===== config.mk =====
export PLATFORM = sky130hd
export DESIGN_NAME = mmd_mul_unit
export DESIGN_NICKNAME = d
export VERILOG_FILES = /design/src/include/mmd_pkg.sv /design/src/hw/mmd_mul_unit.sv /design/src/hw/mmd_booth_step.sv
export SDC_FILE = /design/constraint.sdc
export NUM_CORES = 1
export LEC_CHECK = 0
export ABC_AREA = 0
export BUFFER_PORTS_ARGS = -buffer_cell sky130_fd_sc_hd__buf_4
export CAP_MARGIN = 5
export CORE_MARGIN = 4
export CORE_UTILIZATION = 40
export DETAILED_ROUTE_END_ITERATION = 8
export PLACE_DENSITY = 0.58
export SLEW_MARGIN = 30
export SYNTH_ARGS = -nofsm -noshare
export SYNTH_HDL_FRONTEND = slang
export SYNTH_SLANG_ARGS = --single-unit

===== constraint.sdc =====
create_clock -name sys_clk -period 13.3 [get_ports sys_clk]
set_input_delay 1.33 -clock sys_clk [delete_from_list [all_inputs] [get_ports sys_clk]]
set_output_delay 1.33 -clock sys_clk [all_outputs]
set_load 0.005 [all_outputs]

===== src/include/mmd_pkg.sv =====
// constants shared by the multiply and multiply-accumulate datapath
package mmd_pkg;
  localparam int unsigned DATA_W      = 32;
  localparam int unsigned REG_IDX_W   = 4;
  localparam int unsigned FLAG_W      = 4;
  localparam int unsigned CYC_W       = 3;
  // instruction fields
  localparam int unsigned COND_HI     = 31;
  localparam int unsigned COND_LO     = 28;
  localparam int unsigned CLASS_HI    = 27;
  localparam int unsigned CLASS_LO    = 22;
  localparam int unsigned ACC_BIT     = 21;
  localparam int unsigned SETF_BIT    = 20;
  localparam int unsigned RD_HI       = 19;
  localparam int unsigned RD_LO       = 16;
  localparam int unsigned RN_HI       = 15;
  localparam int unsigned RN_LO       = 12;
  localparam int unsigned RS_HI       = 11;
  localparam int unsigned RS_LO       = 8;
  localparam int unsigned SIG_HI      = 7;
  localparam int unsigned SIG_LO      = 4;
  localparam int unsigned RM_HI       = 3;
  localparam int unsigned RM_LO       = 0;
  localparam logic [5:0]  CLASS_VAL   = 6'h00;
  localparam logic [3:0]  SIG_VAL     = 4'h9;
  // flag positions in the nibble n z c v
  localparam int unsigned FLAG_N      = 3;
  localparam int unsigned FLAG_Z      = 2;
  localparam int unsigned FLAG_C      = 1;
  localparam int unsigned FLAG_V      = 0;
  // booth array step width and maximum step count
  localparam int unsigned STEP_BITS   = 8;
  localparam logic [2:0]  MAX_STEPS   = 3'h4;
  // condition codes
  localparam logic [3:0]  CC_EQ = 4'h0;
  localparam logic [3:0]  CC_NE = 4'h1;
  localparam logic [3:0]  CC_CS = 4'h2;
  localparam logic [3:0]  CC_CC = 4'h3;
  localparam logic [3:0]  CC_MI = 4'h4;
  localparam logic [3:0]  CC_PL = 4'h5;
  localparam logic [3:0]  CC_VS = 4'h6;
  localparam logic [3:0]  CC_VC = 4'h7;
  localparam logic [3:0]  CC_HI = 4'h8;
  localparam logic [3:0]  CC_LS = 4'h9;
  localparam logic [3:0]  CC_GE = 4'ha;
  localparam logic [3:0]  CC_LT = 4'hb;
  localparam logic [3:0]  CC_GT = 4'hc;
  localparam logic [3:0]  CC_LE = 4'hd;
  localparam logic [3:0]  CC_AL = 4'he;
  // control states
  typedef enum logic [4:0]
  {
    MMD_IDLE = 5'h01,
    MMD_READ = 5'h02,
    MMD_MULT = 5'h04,
    MMD_ACCU = 5'h08,
    MMD_DONE = 5'h10
  } mmd_state_e;
endpackage


===== src/hw/mmd_mul_unit.sv =====
// multiply and multiply-accumulate execution unit, low 32-bit result
`timescale 1ns/1ps
`default_nettype none
module mmd_mul_unit
  import mmd_pkg::*;
(
  // clock and reset
  input  wire logic                 sys_clk,
  input  wire logic                 srst,
  // instruction issue
  input  wire logic                 instr_valid,
  input  wire logic [DATA_W-1:0]    instr_word,
  input  wire logic [FLAG_W-1:0]    status_flags,
  output logic                      busy,
  output logic                      not_multiply,
  // register file read
  output logic      [REG_IDX_W-1:0] rd_addr_a,
  output logic      [REG_IDX_W-1:0] rd_addr_b,
  output logic      [REG_IDX_W-1:0] rd_addr_c,
  input  wire logic [DATA_W-1:0]    rd_data_a,
  input  wire logic [DATA_W-1:0]    rd_data_b,
  input  wire logic [DATA_W-1:0]    rd_data_c,
  // register file write
  output logic                      wr_en,
  output logic      [REG_IDX_W-1:0] wr_addr,
  output logic      [DATA_W-1:0]    wr_data,
  // flag update
  output logic                      flags_we,
  output logic      [FLAG_W-1:0]    flags_out,
  // completion
  output logic                      done
);

  // ****************************************
  // helpers
  // ****************************************
  function automatic logic cond_pass(input logic [3:0] cc,
                                     input logic [3:0] f);
    logic n;
    logic z;
    logic c;
    logic v;
    n = f[FLAG_N];
    z = f[FLAG_Z];
    c = f[FLAG_C];
    v = f[FLAG_V];
    case (cc)
      CC_EQ: cond_pass = z;
      CC_NE: cond_pass = !z;
      CC_CS: cond_pass = c;
      CC_CC: cond_pass = !c;
      CC_MI: cond_pass = n;
      CC_PL: cond_pass = !n;
      CC_VS: cond_pass = v;
      CC_VC: cond_pass = !v;
      CC_HI: cond_pass = c && !z;
      CC_LS: cond_pass = !c || z;
      CC_GE: cond_pass = n == v;
      CC_LT: cond_pass = n != v;
      CC_GT: cond_pass = !z && (n == v);
      CC_LE: cond_pass = z || (n != v);
      CC_AL: cond_pass = 1'b1;
      default: cond_pass = 1'b0;
    endcase
  endfunction

  // array cycle count from the multiplier operand
  function automatic logic [CYC_W-1:0] step_count(input logic [31:0] m);
    if (m[31:8] == 24'h000000 || m[31:8] == 24'hffffff)
      step_count = 3'h1;
    else if (m[31:16] == 16'h0000 || m[31:16] == 16'hffff)
      step_count = 3'h2;
    else if (m[31:24] == 8'h00 || m[31:24] == 8'hff)
      step_count = 3'h3;
    else
      step_count = MAX_STEPS;
  endfunction

  // ****************************************
  // decode
  // ****************************************
  logic is_mul;
  logic go;

  assign is_mul = (instr_word[CLASS_HI:CLASS_LO] == CLASS_VAL)
               && (instr_word[SIG_HI:SIG_LO] == SIG_VAL);
  assign go = instr_valid && is_mul
           && cond_pass(instr_word[COND_HI:COND_LO], status_flags);

  mmd_state_e          state_q;
  mmd_state_e          state_d;
  logic                acc_op_q;
  logic                setf_q;
  logic [REG_IDX_W-1:0] dest_q;
  logic [3:0]          flags_in_q;
  logic [DATA_W-1:0]   acc_q;
  logic [DATA_W-1:0]   mcand_q;
  logic [DATA_W-1:0]   mult_q;
  logic [DATA_W-1:0]   addend_q;
  logic                carry_q;
  logic                sign_q;
  logic [CYC_W-1:0]    steps_q;
  logic [CYC_W-1:0]    cnt_q;

  // ****************************************
  // instruction capture
  // ****************************************
  always_ff @(posedge sys_clk)
  begin
    if (srst)
    begin
      acc_op_q   <= 1'b0;
      setf_q     <= 1'b0;
      dest_q     <= '0;
      flags_in_q <= '0;
      rd_addr_a  <= '0;
      rd_addr_b  <= '0;
      rd_addr_c  <= '0;
    end
    else if (state_q == MMD_IDLE && go)
    begin
      acc_op_q   <= instr_word[ACC_BIT];
      setf_q     <= instr_word[SETF_BIT];
      dest_q     <= instr_word[RD_HI:RD_LO];
      rd_addr_a  <= instr_word[RM_HI:RM_LO];
      rd_addr_b  <= instr_word[RS_HI:RS_LO];
      rd_addr_c  <= instr_word[RN_HI:RN_LO];
      flags_in_q <= status_flags;
    end
  end

  // ****************************************
  // sequencing
  // ****************************************
  always_comb
  begin
    state_d = state_q;
    case (state_q)
      MMD_IDLE: if (go) state_d = MMD_READ;
      MMD_READ: state_d = MMD_MULT;
      // m internal cycles, one more when accumulating
      MMD_MULT: if (cnt_q == steps_q)
                  state_d = acc_op_q ? MMD_ACCU : MMD_DONE;
      MMD_ACCU: state_d = MMD_DONE;
      MMD_DONE: state_d = MMD_IDLE;
      default:  state_d = MMD_IDLE;
    endcase
  end

  always_ff @(posedge sys_clk)
  begin
    if (srst)
      state_q <= MMD_IDLE;
    else
      state_q <= state_d;
  end

  // ****************************************
  // booth datapath
  // ****************************************
  logic [DATA_W-1:0] acc_nx;
  logic [DATA_W-1:0] mcand_nx;
  logic              carry_nx;

  mmd_booth_step u_step
  (
    .acc_in    (acc_q),
    .mcand_in  (mcand_q),
    .mult_byte (mult_q[STEP_BITS-1:0]),
    .carry_in  (carry_q),
    .acc_out   (acc_nx),
    .mcand_out (mcand_nx),
    .carry_out (carry_nx)
  );

  always_ff @(posedge sys_clk)
  begin
    if (srst)
    begin
      acc_q    <= '0;
      mcand_q  <= '0;
      mult_q   <= '0;
      addend_q <= '0;
      carry_q  <= 1'b0;
      sign_q   <= 1'b0;
      steps_q  <= '0;
      cnt_q    <= '0;
    end
    else if (state_q == MMD_READ)
    begin
      // all operands latched together before any write
      acc_q    <= '0;
      mcand_q  <= rd_data_a;
      mult_q   <= rd_data_b;
      // accumulate operand ignored for plain multiply
      addend_q <= acc_op_q ? rd_data_c : '0;
      carry_q  <= 1'b0;
      steps_q  <= step_count(rd_data_b);
      // sign of the bits that early termination never visits
      sign_q   <= rd_data_b[DATA_W-1];
      cnt_q    <= 3'h1;
    end
    else if (state_q == MMD_MULT)
    begin
      // last step settles recode carry against upper sign
      if (cnt_q == steps_q && carry_nx && !sign_q)
        acc_q <= acc_nx + mcand_nx;
      else if (cnt_q == steps_q && !carry_nx && sign_q)
        acc_q <= acc_nx - mcand_nx;
      else
        acc_q <= acc_nx;
      mcand_q <= mcand_nx;
      mult_q  <= mult_q >> STEP_BITS;
      carry_q <= carry_nx;
      cnt_q   <= cnt_q + 3'h1;
    end
    else if (state_q == MMD_ACCU)
      acc_q <= acc_q + addend_q;
  end

  // ****************************************
  // writeback
  // ****************************************
  always_ff @(posedge sys_clk)
  begin
    if (srst)
    begin
      wr_en     <= 1'b0;
      wr_addr   <= '0;
      wr_data   <= '0;
      flags_we  <= 1'b0;
      flags_out <= '0;
      done      <= 1'b0;
    end
    else
    begin
      wr_en    <= 1'b0;
      flags_we <= 1'b0;
      done     <= 1'b0;
      if (state_q == MMD_DONE)
      begin
        wr_en   <= 1'b1;
        wr_addr <= dest_q;
        wr_data <= acc_q;
        done    <= 1'b1;
        if (setf_q)
        begin
          flags_we <= 1'b1;
          flags_out[FLAG_N] <= acc_q[DATA_W-1];
          flags_out[FLAG_Z] <= (acc_q == '0);
          flags_out[FLAG_C] <= flags_in_q[FLAG_C];
          flags_out[FLAG_V] <= flags_in_q[FLAG_V];
        end
      end
    end
  end

  // ****************************************
  // status
  // ****************************************
  always_ff @(posedge sys_clk)
  begin
    if (srst)
    begin
      busy         <= 1'b0;
      not_multiply <= 1'b0;
    end
    else
    begin
      busy         <= (state_d != MMD_IDLE);
      not_multiply <= (state_q == MMD_IDLE) && instr_valid && !is_mul;
    end
  end
endmodule
`default_nettype wire


===== src/hw/mmd_booth_step.sv =====
// one radix-256 booth array step: retires 8 multiplier bits
`timescale 1ns/1ps
`default_nettype none
module mmd_booth_step
  import mmd_pkg::*;
(
  // partial state in
  input  wire logic [DATA_W-1:0]    acc_in,
  input  wire logic [DATA_W-1:0]    mcand_in,
  input  wire logic [STEP_BITS-1:0] mult_byte,
  input  wire logic                 carry_in,
  // partial state out
  output logic      [DATA_W-1:0]    acc_out,
  output logic      [DATA_W-1:0]    mcand_out,
  output logic                      carry_out
);
  logic [8:0]        digit;
  logic [DATA_W-1:0] term;

  // booth digit = byte + incoming carry, recoded to signed range
  always_comb
  begin
    digit = {1'b0, mult_byte} + {8'h00, carry_in};
    if (digit[7] || digit[8])
    begin
      carry_out = 1'b1;
      term      = mcand_in * {23'h000000, digit} - (mcand_in << 8);
    end
    else
    begin
      carry_out = 1'b0;
      term      = mcand_in * {23'h000000, digit};
    end
    acc_out   = acc_in + term;
    mcand_out = mcand_in << 8;
  end
endmodule
`default_nettype wire


==> flow_metrics.env, run 1 <==
export IMPL_max_stage_delay_ns=0.61
export IMPL_insertion_delay_ns=0.55
export IMPL_cp_slowest_cell="nor2_1"
export IMPL_ys_types=88
export IMPL_timing_final_crit_share=0.911
export IMPL_whs_path_depth=2
export IMPL_power_frac_seq=0.441
export IMPL_die_y_um=241
export IMPL_hp_class="flop to flop"
export IMPL_io_pins=192
export IMPL_grt_first_pass_wirelength_um=108000
export IMPL_regToRegEndpoint="acc_q[31]"
export IMPL_ys_ff_latch=205
export IMPL_synth_async_reset_ratio=0
export IMPL_start_util=0.404
export IMPL_final_nets=3353
export IMPL_cts_path_max_buffers=3
export IMPL_period_minus_slack_ns=12.12
export IMPL_pwr_share_comb=0.039
export IMPL_critPathLaunchType="flop"
export IMPL_grt_pass1_vias=19800
export IMPL_core_um2=53800
export IMPL_busiest_layer="met2"
export IMPL_cp_arrival_ns=12.51
export IMPL_final_cell_mix="360 x nand2_1, 279 x nor2_1, 262 x inv_1"
export IMPL_rsz0062_at_grt="no"
export IMPL_finalSetupViolCount=0
export IMPL_final_common_cell="nand2_1"
export IMPL_grt_ovfl_total=0
export IMPL_total_leakage_power_nw=11.2
export IMPL_numCtsBuffers=24
export IMPL_h_tree_depth=1
export IMPL_antenna_found_initial=2
export IMPL_root_buffer="clkbuf_16"
export IMPL_grt_max_degree=93
export IMPL_finalHoldViolations=0
export IMPL_ys_flop_type="dfxtp_1"
export IMPL_place_hpwl_um=54800
export IMPL_pwr_share_clk=0.519
export IMPL_maxCapViolCount=0
export IMPL_drive_gt1_frac=0.111
export IMPL_antenna_cells=0
export IMPL_whs_endpoint="wr_data[15]"
export IMPL_area_delta_synth_final_pct=13.8
export IMPL_ctsHoldBuffers=0
export IMPL_switching_power_uw=303
export IMPL_num_vias=19900
export IMPL_tns_ns=0
export IMPL_ff2ff_path_depth=48
export IMPL_relSlewSlack=0.354
export IMPL_path_max_fanout=16
export IMPL_r2r_slack_ns=1.18
export IMPL_ant_nets=0
export IMPL_drt_wirelength_per_cell_um=19.1
export IMPL_holdCritStartpoint="wr_data[15]"
export IMPL_port_buffers=191
export IMPL_worst_pin_slew_ns=0.969
export IMPL_critPathRequiredTime_ns=13.69
export IMPL_power_internal_mw=1.09
export IMPL_finalClockSkew_ns=0.0256
export IMPL_met3_usage=0.0278
export IMPL_syn_nets=3229
export IMPL_ctsResizeCount=0
export IMPL_cp_common_cell="ha_1"
export IMPL_cts_tree="done"
export IMPL_synthCells=2734
export IMPL_fill_cells=5474
export IMPL_track_usage=0.232
export IMPL_critPathKind="flop to flop"
export IMPL_yosysSeqAreaShare=0.189
export IMPL_power_density_nw_per_um2=56.2
export IMPL_cts_setup_buffers=0
export IMPL_timing_rr_start="mult_q[0]"
export IMPL_firstDrtPassIters=6
export IMPL_clock_fmax_ghz=0.0825
export IMPL_swShare=0.218
export IMPL_fp_row_count=85
export IMPL_via_per_inst=5.57
export IMPL_drcViolationCount=0
export IMPL_cts_clk_slew_worst_paths_ns=0.06
export IMPL_vdd_drop_max_v=0.0000762
export IMPL_die_w_um=241
export IMPL_cts_sinks=205
export IMPL_finalMaxSlewViolations=0
export IMPL_avgSynthCellArea_um2=7.96
export IMPL_syn_area_um2=21800
export IMPL_finalPower_mw=1.39
export IMPL_gr_usage_met1=0.312
export IMPL_cp_end_kind="flop"
export IMPL_synth_warnings=0
export IMPL_place_gp_congestion=0.933
export IMPL_wirelength_um=68400
export IMPL_die_area_um2=58200
export IMPL_status="completed"
export IMPL_use_met2=0.399
export IMPL_synth_edff_count=0
export IMPL_first_iter_violations=1390
[worst max path at each step]
stage,slack (ns),startpoint,end
after floorplan,2.62,mult_q[0],acc_q[31]
after global placement,1.32,mult_q[0],acc_q[31]
after detailed placement,1.29,mult_q[0],acc_q[31]
after CTS,1.26,mult_q[0],acc_q[31]
after global routing,0.36,mult_q[0],acc_q[31]
final,1.18,mult_q[0],acc_q[31]
[synthesized netlist by cell type (38+ instances only)]
cell type	instances	area (um^2)
a21o_1	60	450
a21oi_1	221	1110
clkbuf_1	112	420
dfxtp_1	205	4100
fa_1	184	3680
ha_1	176	2200
inv_1	262	983
nand2_1	360	1350
nand2b_1	38	238
nor2_1	281	1050
nor3_1	63	315
o21ai_0	87	435
xnor2_1	90	788
xor2_1	42	368
[through the flow]
step	setup WS, ns	instances	util	instance area (um^2)	hold WS (ns)
2_1_floorplan	2.62	2734	-	21800	0.432
3_3_place_gp	1.32	3528	0.444	23900	0.440
3_5_place_dp	1.29	3528	0.444	23900	0.450
4_1_cts	1.26	3571	0.460	24800	0.459
5_1_grt	0.364	3571	0.460	24800	0.475
6_report	1.18	3571	0.460	24800	0.458
[critical path, delay by kind of cell, from the launching register on]
family          cells  cell delay [ns]
compound gates     18             4.24
xor+xnor            5             0.74
fa+ha+maj          10             4.06
buf+inv             4             0.37
flops               1             0.34
simple gates       11             2.19
[power groups by stage]
stage                     clock network, mW  registers, mW  logic, mW
after floorplan                           0          0.628     0.0142
after global placement                    0          0.628     0.0540
after detailed placement                  0          0.628     0.0542
after CTS                             0.744          0.614     0.0542
after global routing                  0.767          0.614     0.0585
final                                 0.723          0.614     0.0545
[logic make-up after synthesis]
| logic type | synth area share |
|---|---|
| AND/OR/NAND/NOR | 0.188 |
| AO/OA/AOI/OAI | 0.215 |
| buffers and inverters | 0.0692 |
| adder cells (fa/ha/maj) | 0.271 |
| flip-flops | 0.189 |
| XOR/XNOR | 0.0542 |
| multiplexers | 0.0151 |
[registers in the layout (all words and copies together) (netlist names), 2 cells and up]
signal and count:
rd_addr_c 4, cnt_q 3, flags_out 4, mult_q 32
acc_q 32, steps_q 3, rd_addr_a 4, rd_addr_b 4
wr_addr 4, addend_q 32, flags_in_q 2, state_q 5
dest_q 4, mcand_q 32, wr_data 32
[metal layers]
metal  vias to the layer above  part of all wire
li1                       9627                 -
met1                      9691              0.44
met2                       466              0.49
met3                       102             0.047
met4                         0             0.027
met5                         -                 0
[final cells by class]
| type | count | area, um^2 | share of cell area |
|---|---|---|---|
| multi-input cells | 2134 | 16200 | 0.655 |
| clock inverters | 10 | 174 | 0.00702 |
| clock buffers | 33 | 694 | 0.0280 |
| inverters | 264 | 991 | 0.0400 |
| repair buffers | 229 | 1720 | 0.0694 |
| well taps | 696 | 871 | 0.0352 |
| flip-flops and latches | 205 | 4100 | 0.166 |
Note: power is estimated with default switching activity, not from simulation.
==> inputs of run 2 (changes only) <==
--- a/config.mk
+++ b/config.mk
@@ -5,7 +5,7 @@
 export SDC_FILE = /design/constraint.sdc
 export NUM_CORES = 1
 export LEC_CHECK = 0
-export ABC_AREA = 0
+export ABC_AREA = 1
 export BUFFER_PORTS_ARGS = -buffer_cell sky130_fd_sc_hd__buf_4
 export CAP_MARGIN = 5
 export CORE_MARGIN = 4
==> flow_metrics.env, run 2 <==
export IMPL_relSlewSlack=0.353
export IMPL_ys_types=57
export IMPL_finalMaxSlewViolations=0
export IMPL_finalHoldViolations=0
export IMPL_drive_gt1_frac=0.0911
export IMPL_yosysSeqAreaShare=0.187
export IMPL_die_y_um=242
export IMPL_antenna_cells=0
export IMPL_insertion_delay_ns=0.56
export IMPL_area_delta_synth_final_pct=12.6
export IMPL_h_tree_depth=1
export IMPL_first_iter_violations=1435
export IMPL_place_hpwl_um=59600
export IMPL_cts_path_max_buffers=3
export IMPL_synth_async_reset_ratio=0
export IMPL_cp_arrival_ns=12.76
export IMPL_netlist_top_cells_count="615 x nand2_1, 454 x inv_1, 418 x nor2_1"
export IMPL_tns_ns=0
export IMPL_yosysTopAreaCellShare=0.187
export IMPL_drt_wirelength_per_cell_um=18.8
export IMPL_regToRegEndpoint="acc_q[31]"
export IMPL_dp_cells=3936
export IMPL_place_gp_congestion=0.976
export IMPL_track_usage=0.249
export IMPL_port_buffers=191
export IMPL_ys_ff_latch=205
export IMPL_cts_sinks=205
export IMPL_worst_pin_slew_ns=0.961
export IMPL_firstDrtPassIters=6
export IMPL_status="completed"
export IMPL_fp_row_count=85
export IMPL_hold_ws_ns=0.461
export IMPL_cts_clk_slew_worst_paths_ns=0.07
export IMPL_root_buffer="clkbuf_16"
export IMPL_finalClockSkew_ns=0.0252
export IMPL_final_cells=3978
export IMPL_vdd_drop_max_v=0.0000691
export IMPL_avgSynthCellArea_um2=6.96
export IMPL_use_met2=0.424
export IMPL_ctsResizeCount=0
export IMPL_start_util=0.406
export IMPL_path_max_fanout=17
export IMPL_grt_ovfl_total=0
export IMPL_rsz0062_at_grt="no"
export IMPL_core_um2=54000
export IMPL_synth_warnings=0
export IMPL_num_vias=21600
export IMPL_maxCapViolCount=0
export IMPL_drcViolationCount=0
export IMPL_die_area_um2=58700
export IMPL_timing_rr_start="mult_q[0]"
export IMPL_clock_fmax_ghz=0.0815
export IMPL_final_cell_mix="615 x nand2_1, 453 x inv_1, 415 x nor2_1"
export IMPL_critPathLaunchType="flop"
export IMPL_grt_pass1_vias=21500
export IMPL_antenna_found_initial=0
export IMPL_grt_max_degree=66
export IMPL_synth_edff_count=0
export IMPL_timing_final_crit_share=0.922
export IMPL_r2r_slack_ns=1.03
export IMPL_numCtsBuffers=24
export IMPL_ys_flop_type="dfxtp_1"
export IMPL_cts_tree="done"
export IMPL_synthCells=3153
export IMPL_ctsHoldBuffers=0
export IMPL_syn_nets=3648
export IMPL_final_area_um2=24700
export IMPL_yosysTopAreaCell="dfxtp_1"
export IMPL_cp_end_kind="flop"
export IMPL_io_pins=192
export IMPL_ant_nets=0
export IMPL_syn_area_um2=21900
export IMPL_wirelength_um=74600
export IMPL_cp_slowest_cell="o21ai_0"
export IMPL_max_stage_delay_ns=0.77
export IMPL_place_area_um2=23900
export IMPL_gr_usage_met1=0.341
export IMPL_power_density_nw_per_um2=53.4
export IMPL_cp_common_cell="nand2_1"
export IMPL_ff2ff_path_depth=52
export IMPL_grt_first_pass_wirelength_um=119000
export IMPL_busiest_layer="met2"
export IMPL_final_common_cell="nand2_1"
export IMPL_period_minus_slack_ns=12.27
export IMPL_startpoint="mult_q[0]"
export IMPL_critPathRequiredTime_ns=13.79
export IMPL_critPathKind="flop to flop"
export IMPL_met3_usage=0.0266
export IMPL_via_per_inst=5.43
export IMPL_finalSetupViolCount=0
export IMPL_final_nets=3761
export IMPL_total_leakage_power_nw=12.2
export IMPL_hp_class="flop to flop"
export IMPL_cts_setup_buffers=0
export IMPL_finalPower_mw=1.32
export IMPL_yosysMostFrequentCell="nand2_1"
export IMPL_die_w_um=242
export IMPL_critPathCapture="acc_q[31]"
export IMPL_synth_area_leaders="dfxtp_1 19%, fa_1 17%, nand2_1 11%, ha_1 10%, inv_1 7.8%"
run 2: changes by cell type in the layout (fill, tap and decap cells not counted), sizes merged, moves of 43 or more:
cell   delta
nor2    +141
nand2   +260
o21ai   +141
inv     +198
a21o     -55
nor3     -43
xnor2    -65
nand3   +100
run 2: per-stage QoR:
stage                     setup WS [ns]  utilization
after floorplan                    3.91            -
after global placement            0.982        0.443
after detailed placement           1.03        0.443
after CTS                         0.980        0.457
after global routing             0.0468        0.457
final                              1.03        0.457
run 2: worst min-delay path by stage:
stage,from,end,slack (ns),cells after the start
2_1_floorplan,setf_q,flags_out[3],0.42,1
3_3_place_gp,setf_q,flags_out[3],0.44,1
3_5_place_dp,setf_q,flags_out[3],0.45,1
4_1_cts,setf_q,flags_out[3],0.46,1
5_1_grt,setf_q,flags_out[3],0.47,1
6_report,setf_q,flags_out[3],0.46,1
run 2: per-layer routing:
metal / wire length [um] / part of all wire
met5: 0 / 0
met4: 1830 / 0.025
met3: 3880 / 0.052
met2: 34700 / 0.46
met1: 34300 / 0.46
run 2: layout make-up:
type                    instances  area [um^2]
clock inverters                15          134
fillers                      5613        29300
repair buffers                207         1550
inverters                     470         1760
multi-input cells            2358        15700
clock buffers                  27          622
flip-flops and latches        205         4110
well taps                     696          871
run 2: cells by family (layout without fill, tap and decap cells):
logic type | Yosys count | after routing | synth area share
mux | 1 | 1 | 0.000456
flops | 205 | 205 | 0.187
buf+inv | 590 | 719 | 0.102
fa+ha+maj | 360 | 360 | 0.268
compound gates | 638 | 638 | 0.169
xor+xnor | 94 | 94 | 0.0375
simple gates | 1265 | 1265 | 0.236
run 2: report_power, final:
| part | internal, mW | switching, mW | leakage, nW | total, mW |
|---|---|---|---|---|
| combinational | 0.0295 | 0.0271 | 10.2 | 0.0566 |
| sequential | 0.614 | 0.0000624 | 1.65 | 0.614 |
| clock | 0.359 | 0.291 | 0.356 | 0.650 |
| total | 1.00 | 0.318 | 12.2 | 1.32 |
run 2: worst max-delay path, delay by kind of cell (launching register included):
kind	cells	cell delay [ns]
AO/OA/AOI/OAI	15	3.69
adder cells (fa/ha/maj)	10	3.80
XOR/XNOR	3	0.76
flip-flops	1	0.34
buffers and inverters	4	0.52
AND/OR/NAND/NOR	20	3.10
